===== config.mk =====
export PLATFORM = sky130hd
export DESIGN_NAME = fsef_flash_status
export DESIGN_NICKNAME = d
export VERILOG_FILES = /design/src/fsef_flash_status.v
export VERILOG_INCLUDE_DIRS = /design/src
export SDC_FILE = /design/constraint.sdc
export NUM_CORES = 1
export LEC_CHECK = 0
export ABC_AREA = 0
export BUFFER_PORTS_ARGS = -buffer_cell sky130_fd_sc_hd__buf_2
export CAP_MARGIN = 20
export CORE_UTILIZATION = 34
export CTS_CLUSTER_DIAMETER = 40
export DETAILED_ROUTE_END_ITERATION = 7
export HOLD_SLACK_MARGIN = 0.06
export PLACE_DENSITY = 0.77
export SLEW_MARGIN = 20
export SYNTH_ARGS = -nofsm -noshare
export SYNTH_HDL_FRONTEND = slang
export SYNTH_SLANG_ARGS = --single-unit

===== constraint.sdc =====
create_clock -name clk -period 2.3 [get_ports clk]
set_input_delay 0.46 -clock clk [delete_from_list [all_inputs] [get_ports clk]]
set_output_delay 0.46 -clock clk [all_outputs]
set_load 0.1 [all_outputs]

===== src/fsef_defs.vh =====
`ifndef FSEF_DEFS_VH
`define FSEF_DEFS_VH
// register byte addresses (index times four)
`define FSEF_IDX_CONFIG 4
`define FSEF_IDX_ERR_CONFIG 5
`define FSEF_IDX_STATUS 6
`define FSEF_IDX_ERR_STATUS 7
`define FSEF_ADDR_CONFIG 12'h010
`define FSEF_ADDR_ERR_CONFIG 12'h014
`define FSEF_ADDR_STATUS 12'h018
`define FSEF_ADDR_ERR_STATUS 12'h01c
`define FSEF_ADDR_W 12
// status fields
`define FSEF_ST_DONE 7
`define FSEF_ST_ACCESS_ERROR_FLAG 5
`define FSEF_ST_PVIOL 4
`define FSEF_ST_BUSY 3
`define FSEF_ST_RSVD 2
// config fields
`define FSEF_CF_DONE_IE 7
`define FSEF_CF_IGN_SF 4
`define FSEF_CF_FORCE_DF 1
`define FSEF_CF_FORCE_SF 0
// error config / status fields
`define FSEF_EF_DF 1
`define FSEF_EF_SF 0
// reset values
`define FSEF_RST_CONFIG 8'h00
`define FSEF_RST_ERR_CONFIG 8'h00
`define FSEF_RST_DONE 1'b1
`endif


===== src/fsef_flash_status.v =====
// Our own choice: register access over APB.
`timescale 1ns/10ps
`default_nettype none
`include "fsef_defs.vh"

// Overview of operation
// - write one to done flag launches command
// - sequence break or illegal command sets access error
// - access error blocks command launch
// - access error cleared by writing one
// - protected program or erase sets violation flag
// - violation flag cleared by writing one
// - violation blocks launch and new sequences
// - busy reads one while command executes
// - status bit two always reads zero
// - result status shows command or reset errors
// - only three status bits accept writes
// - double fault or collision sets double flag
// - double flag cleared by writing one
// - single fault or collision sets single flag unless ignore bit set
// - single flag cleared by writing one
// - real fault raises at most one flag
// - collision raises double flag, single too unless ignored
// - done enable requests interrupt on done
// - double enable requests interrupt on double
// - single enable requests interrupt on single
// - forced double fault on every array read
module fsef_flash_status (
    // clock and reset
    input wire clk,
    input wire sys_rst,
    // apb slave
    input wire psel,
    input wire penable,
    input wire pwrite,
    input wire [11:0] paddr,
    input wire [31:0] pwdata,
    input wire [3:0] pstrb,
    output wire pready,
    output wire pslverr,
    output reg [31:0] prdata,
    // command engine
    output wire cmd_launch,
    output wire seq_start_ok,
    input wire cmd_finish,
    input wire ctrl_busy,
    input wire [1:0] result_status,
    input wire seq_error,
    input wire illegal_cmd,
    input wire protect_hit,
    // array read fault detect
    input wire array_read,
    input wire ecc_single,
    input wire ecc_double,
    input wire read_collision,
    // interrupt requests
    output wire done_irq,
    output wire double_fault_irq,
    output wire single_fault_irq
);

    reg cmd_done_flag_ff;
    reg access_error_flag_ff;
    reg protect_violation_flag_ff;
    reg double_fault_flag_ff;
    reg single_fault_flag_ff;
    reg [7:0] flash_config_ff;
    reg [7:0] flash_error_config_ff;
    reg nxt_done;
    reg nxt_acc;
    reg nxt_pv;
    reg nxt_df;
    reg nxt_sf;
    reg [7:0] status_rd;
    reg [7:0] err_rd;

    wire wr_en = psel & penable & pwrite;
    wire lane0 = pstrb[0];
    wire wr_status = wr_en & lane0 & (paddr == `FSEF_ADDR_STATUS);
    wire wr_err = wr_en & lane0 & (paddr == `FSEF_ADDR_ERR_STATUS);
    wire wr_cfg = wr_en & lane0 & (paddr == `FSEF_ADDR_CONFIG);
    wire wr_ecfg = wr_en & lane0 & (paddr == `FSEF_ADDR_ERR_CONFIG);
    wire mapped = (paddr == `FSEF_ADDR_STATUS) | (paddr == `FSEF_ADDR_ERR_STATUS) |
        (paddr == `FSEF_ADDR_CONFIG) | (paddr == `FSEF_ADDR_ERR_CONFIG);

    // zero in the done bit does nothing; errors block the launch
    wire launch_req = wr_status & pwdata[`FSEF_ST_DONE];
    assign cmd_launch = launch_req & cmd_done_flag_ff & ~access_error_flag_ff
        & ~protect_violation_flag_ff;
    assign seq_start_ok = ~protect_violation_flag_ff;

    assign pready = 1'b1;
    assign pslverr = psel & penable & ~mapped;

    // one-cycle classification: collision wins, else the fault kind
    wire sf_enabled = ~flash_config_ff[`FSEF_CF_IGN_SF];
    wire real_df = array_read & ecc_double & ~read_collision;
    wire real_sf = array_read & ecc_single & ~ecc_double & ~read_collision;
    wire forced_df = array_read & flash_config_ff[`FSEF_CF_FORCE_DF];
    wire forced_sf = array_read & flash_config_ff[`FSEF_CF_FORCE_SF];
    wire set_df = real_df | read_collision | forced_df;
    wire set_sf = sf_enabled & (real_sf | read_collision | forced_sf);

    always @* begin
        nxt_done = cmd_done_flag_ff;
        if (cmd_launch) begin
            nxt_done = 1'b0;
        end
        if (cmd_finish | seq_error | illegal_cmd | protect_hit) begin
            nxt_done = 1'b1;
        end
        // set wins over a same-cycle clear
        nxt_acc = access_error_flag_ff;
        if (wr_status & pwdata[`FSEF_ST_ACCESS_ERROR_FLAG]) begin
            nxt_acc = 1'b0;
        end
        if (seq_error | illegal_cmd | (launch_req & protect_violation_flag_ff)) begin
            nxt_acc = 1'b1;
        end
        nxt_pv = protect_violation_flag_ff;
        if (wr_status & pwdata[`FSEF_ST_PVIOL]) begin
            nxt_pv = 1'b0;
        end
        if (protect_hit) begin
            nxt_pv = 1'b1;
        end
        nxt_df = double_fault_flag_ff;
        if (wr_err & pwdata[`FSEF_EF_DF]) begin
            nxt_df = 1'b0;
        end
        if (set_df) begin
            nxt_df = 1'b1;
        end
        nxt_sf = single_fault_flag_ff;
        if (wr_err & pwdata[`FSEF_EF_SF]) begin
            nxt_sf = 1'b0;
        end
        if (set_sf) begin
            nxt_sf = 1'b1;
        end
    end

    always @(posedge clk) begin
        if (sys_rst) begin
            cmd_done_flag_ff <= `FSEF_RST_DONE;
            access_error_flag_ff <= 1'b0;
            protect_violation_flag_ff <= 1'b0;
            double_fault_flag_ff <= 1'b0;
            single_fault_flag_ff <= 1'b0;
            flash_config_ff <= `FSEF_RST_CONFIG;
            flash_error_config_ff <= `FSEF_RST_ERR_CONFIG;
        end else begin
            cmd_done_flag_ff <= nxt_done;
            access_error_flag_ff <= nxt_acc;
            protect_violation_flag_ff <= nxt_pv;
            double_fault_flag_ff <= nxt_df;
            single_fault_flag_ff <= nxt_sf;
            if (wr_cfg) begin
                flash_config_ff <= pwdata[7:0] & 8'h93;
            end
            if (wr_ecfg) begin
                flash_error_config_ff <= pwdata[7:0] & 8'h03;
            end
        end
    end

    always @* begin
        status_rd = 8'h00;
        status_rd[`FSEF_ST_DONE] = cmd_done_flag_ff;
        status_rd[`FSEF_ST_ACCESS_ERROR_FLAG] = access_error_flag_ff;
        status_rd[`FSEF_ST_PVIOL] = protect_violation_flag_ff;
        status_rd[`FSEF_ST_BUSY] = ctrl_busy & ~cmd_done_flag_ff;
        status_rd[`FSEF_ST_RSVD] = 1'b0;
        status_rd[1:0] = result_status;
        err_rd = {6'h00, double_fault_flag_ff, single_fault_flag_ff};
    end

    // read data registered for the access phase
    always @(posedge clk) begin
        if (sys_rst) begin
            prdata <= 32'h0000_0000;
        end else if (psel & ~penable & ~pwrite) begin
            case (paddr)
                `FSEF_ADDR_STATUS: prdata <= {24'h000000, status_rd};
                `FSEF_ADDR_ERR_STATUS: prdata <= {24'h000000, err_rd};
                `FSEF_ADDR_CONFIG: prdata <= {24'h000000, flash_config_ff};
                `FSEF_ADDR_ERR_CONFIG: prdata <= {24'h000000, flash_error_config_ff};
                default: prdata <= 32'h0000_0000;
            endcase
        end
    end

    assign done_irq = flash_config_ff[`FSEF_CF_DONE_IE] & cmd_done_flag_ff;
    assign double_fault_irq = flash_error_config_ff[`FSEF_EF_DF] & double_fault_flag_ff;
    assign single_fault_irq = flash_error_config_ff[`FSEF_EF_SF] & single_fault_flag_ff;

endmodule
`default_nettype wire


==> flow_summary.toml <==
[run_status]
outcome = "complete, but fails checks"
failed_checks = "negative setup slack"

[detailed_routing]
wl_met1_um = 1050
met3RoutedLength_um = 236
finalWirelength_um = 2630
drc_errors = 0
top_signal_layer_used = "met4"
antenna_left = 0
num_vias = 1111
first_pass_iters = 4
dr_wl_met2_um = 1330
post_drt_via_cell_ratio = 4.73
drtIter0Drc = 24
routed_wire_length_per_instance_um = 11.2

[global_routing]
global_route.usage.total = 0.160
grt_antenna_before_repair = 0
global_route.overflow_total = 0
grt_pass1_wl_um = 4300
grt_max_degree = 18
vias_in_the_first_global_route = 1020

[sta]
setup_total_negative_slack_ns = -0.208
skew_ns = 0.00377
setup_repair_after_global_routing_missed_its_margin = "yes"
timing.final.setup_violations = 2
layout_setup_ws_ns = -0.120
min_cycle_time_layout_ns = 2.42
slew_violations = 0
timing.final.crit_share = 1.05
report.final.hold_viol_count = 0
maxClockFrequency_mhz = 413
hold_slack_ns = 0.390

[worst_setup_path]
worst_path_largest_cell_delay_ns = 0.53
crit_path_cell_trace = "buf_6 > or4b_4 > buf_6 > nor4_4 > nand3_2 > nor2_4 > buf_12"
critical-path-slowest-cell = "or4b_4"
worst-endpoint-arrival_ns = 1.96
endpoint_kind = "output pin"
critical_path.reg2reg.startpoint = "protect_violation_flag_ff$_SDFFE_PP0P_"
path_max_fanout = 2
cp.required_ns = 1.84
crit_path_frequent_cell = "buf_6"
timing.setup.critical_path_class = "primary input to output pin"
worst_setup_path_startpoint = "paddr[1]"
element_type_at_the_critical_path_start = "primary input"

[clocking]
cts-root-to-sink-buffers = 2
inserted_clock_buffers = 3
clk-insertion-delay-late_ns = 0.29
cts_hold_buf = 0
cts.htree.levels = 1
cts.reportedPaths.clkPinSlew_ns = 0.10
tritoncts_clock_tree = "yes"
clock_sinks = 17
root_buffer = "clkbuf_4"

[placement]
detailed_place_hpwl_um = 2130
post-place-ws_ns = -0.221
buffer_ports.inserted = 45
gp_congestion = 0.809
placement.cell_area_um2 = 1410
dpl.cell_count = 228

[floorplanning]
fp.dieArea_um2 = 3610
core_region_area_um2 = 3130
die_y_um = 60.1
i_o_pins = 103
rows = 20
die_w_um = 60.1
floorplan.initialDensity = 0.367

[worst_hold_path]
hold_path_class = "primary input to register"
hold_path.startpoint = "protect_hit"

[synthesis]
number_of_enable_type_register_cells_in_the_synthesized_netlist = 0
async_reset_ff_frac = 0
yosysTopAreaCellShare = 0.297
synth_commonest_cells = "27 x buf_4, 17 x dfxtp_1, 15 x a21oi_1"
post-synth-top-area-cell = "dfxtp_1"
synth_sequential_area_ratio = 0.297
synthFlopType = "dfxtp_1"
synth-warning-count = 0
netlist_top_cells_area = "dfxtp_1 30%, buf_4 18%, a21oi_1 6.5%"
avgSynthCellArea_um2 = 8.37
yosysMostFrequentCell = "buf_4"
postSynthRegisterBits = 17
synth_area_um2 = 1150
synth_cell_type_count = 36
syn-instance-count = 137

[power]
power.clock.fraction = 0.213
max-vdd-ir-drop_mv = 0.173
p_leak_nw = 0.681
p_int_mw = 0.419
cellPowerDensity_nw_per_um2 = 512
p_sw_frac = 0.453
seqPwrFrac = 0.396
design_power_total_mw = 0.765
power_switching_mw = 0.347
power.combinational.fraction = 0.391

[finish]
count_of_filler_cells_inserted_in_the_layout = 328
final_net_count = 256
finalInstanceArea_um2 = 1490
final_layout_size_suffix_gt1_frac = 0.382
final_core_util = 0.478
antenna-diode-count = 0
area_delta_synth_final_pct = 30.2
instances_no_fill = 235

[job]
max_cap_violations = 0
## layout by cell type, fill, tap and decap left out, types with 2 or more instances in the layout
cell,count
a21oi_1,15
and2_1,3
buf_12,2
buf_2,41
buf_4,13
buf_6,3
clkbuf_4,3
conb_1,27
dfxtp_1,17
inv_1,3
mux2_1,2
mux4_2,2
nand2_1,6
nand3_1,7
nand4_1,4
nand4b_1,4
nor2_1,3
nor3b_1,2
nor4_2,2
o21ai_0,2
o21ai_1,8
or4_4,2
## critical path: cells and delay by family
kind / cells / cell delay, ns
buffers and inverters: 3 / 0.41
AND/OR/NAND/NOR: 4 / 1.09
## routing by layer
metal	vias up	global-route usage
met5	-	0
met4	0	0.0664
met3	4	0.0325
met2	57	0.276
met1	500	0.193
li1	550	-
## timing repair
item                                    4_1_cts  5_1_grt
pin swaps                                     6        2
endpoints found under the setup margin        2        2
resized for setup                             7        0
buffers inserted                              2        1
hold endpoints to repair                      0        0
## worst paths after layout
path / to / slack (ns) / depth (start not counted)
worst max register to register: cmd_done_flag_ff$_SDFFE_PP1P_ / 1.06 / 5
worst min-delay path: protect_violation_flag_ff$_SDFFE_PP0P_ / 0.39 / 2
worst max-delay path: cmd_launch / -0.12 / 7
worst min register to register: prdata[1]$_SDFFE_PP0P_ / 0.45 / 2
## registers in the layout, summed over array words and instances, names as in the netlist
register	flops
double_fault_flag_ff	1
protect_violation_flag_ff	1
access_error_flag_ff	1
single_fault_flag_ff	1
flash_config_ff	4
cmd_done_flag_ff	1
flash_error_config_ff	2
prdata	6
## power groups by stage
stage               clock network (mW)  logic (mW)  registers [mW]
floorplan                            0       0.281           0.309
global placement                     0       0.290           0.310
detailed placement                   0       0.292           0.310
CTS                              0.169       0.298           0.303
global route                     0.181       0.311           0.304
finish                           0.163       0.299           0.303
## layout make-up
type | instances | area, um^2 | area share
multi-input cells | 108 | 684 | 0.458
repair buffers | 59 | 377 | 0.252
flip-flops and latches | 17 | 340 | 0.228
well taps | 44 | 55.1 | 0.0369
clock buffers | 4 | 26.3 | 0.0176
inverters | 3 | 11.3 | 0.00754
## cell families (layout without fill, tap and decap cells)
family / Yosys count / count (layout) / share of synthesized area
AOI/OAI and AO/OA: 31 / 31 / 0.154
buffers and inverters: 37 / 66 / 0.210
DFF: 17 / 17 / 0.297
muxes: 4 / 4 / 0.0589
other: 2 / 27 / 0.00655
and+or+nand+nor: 46 / 46 / 0.274
(Power assumes the default switching activity.)
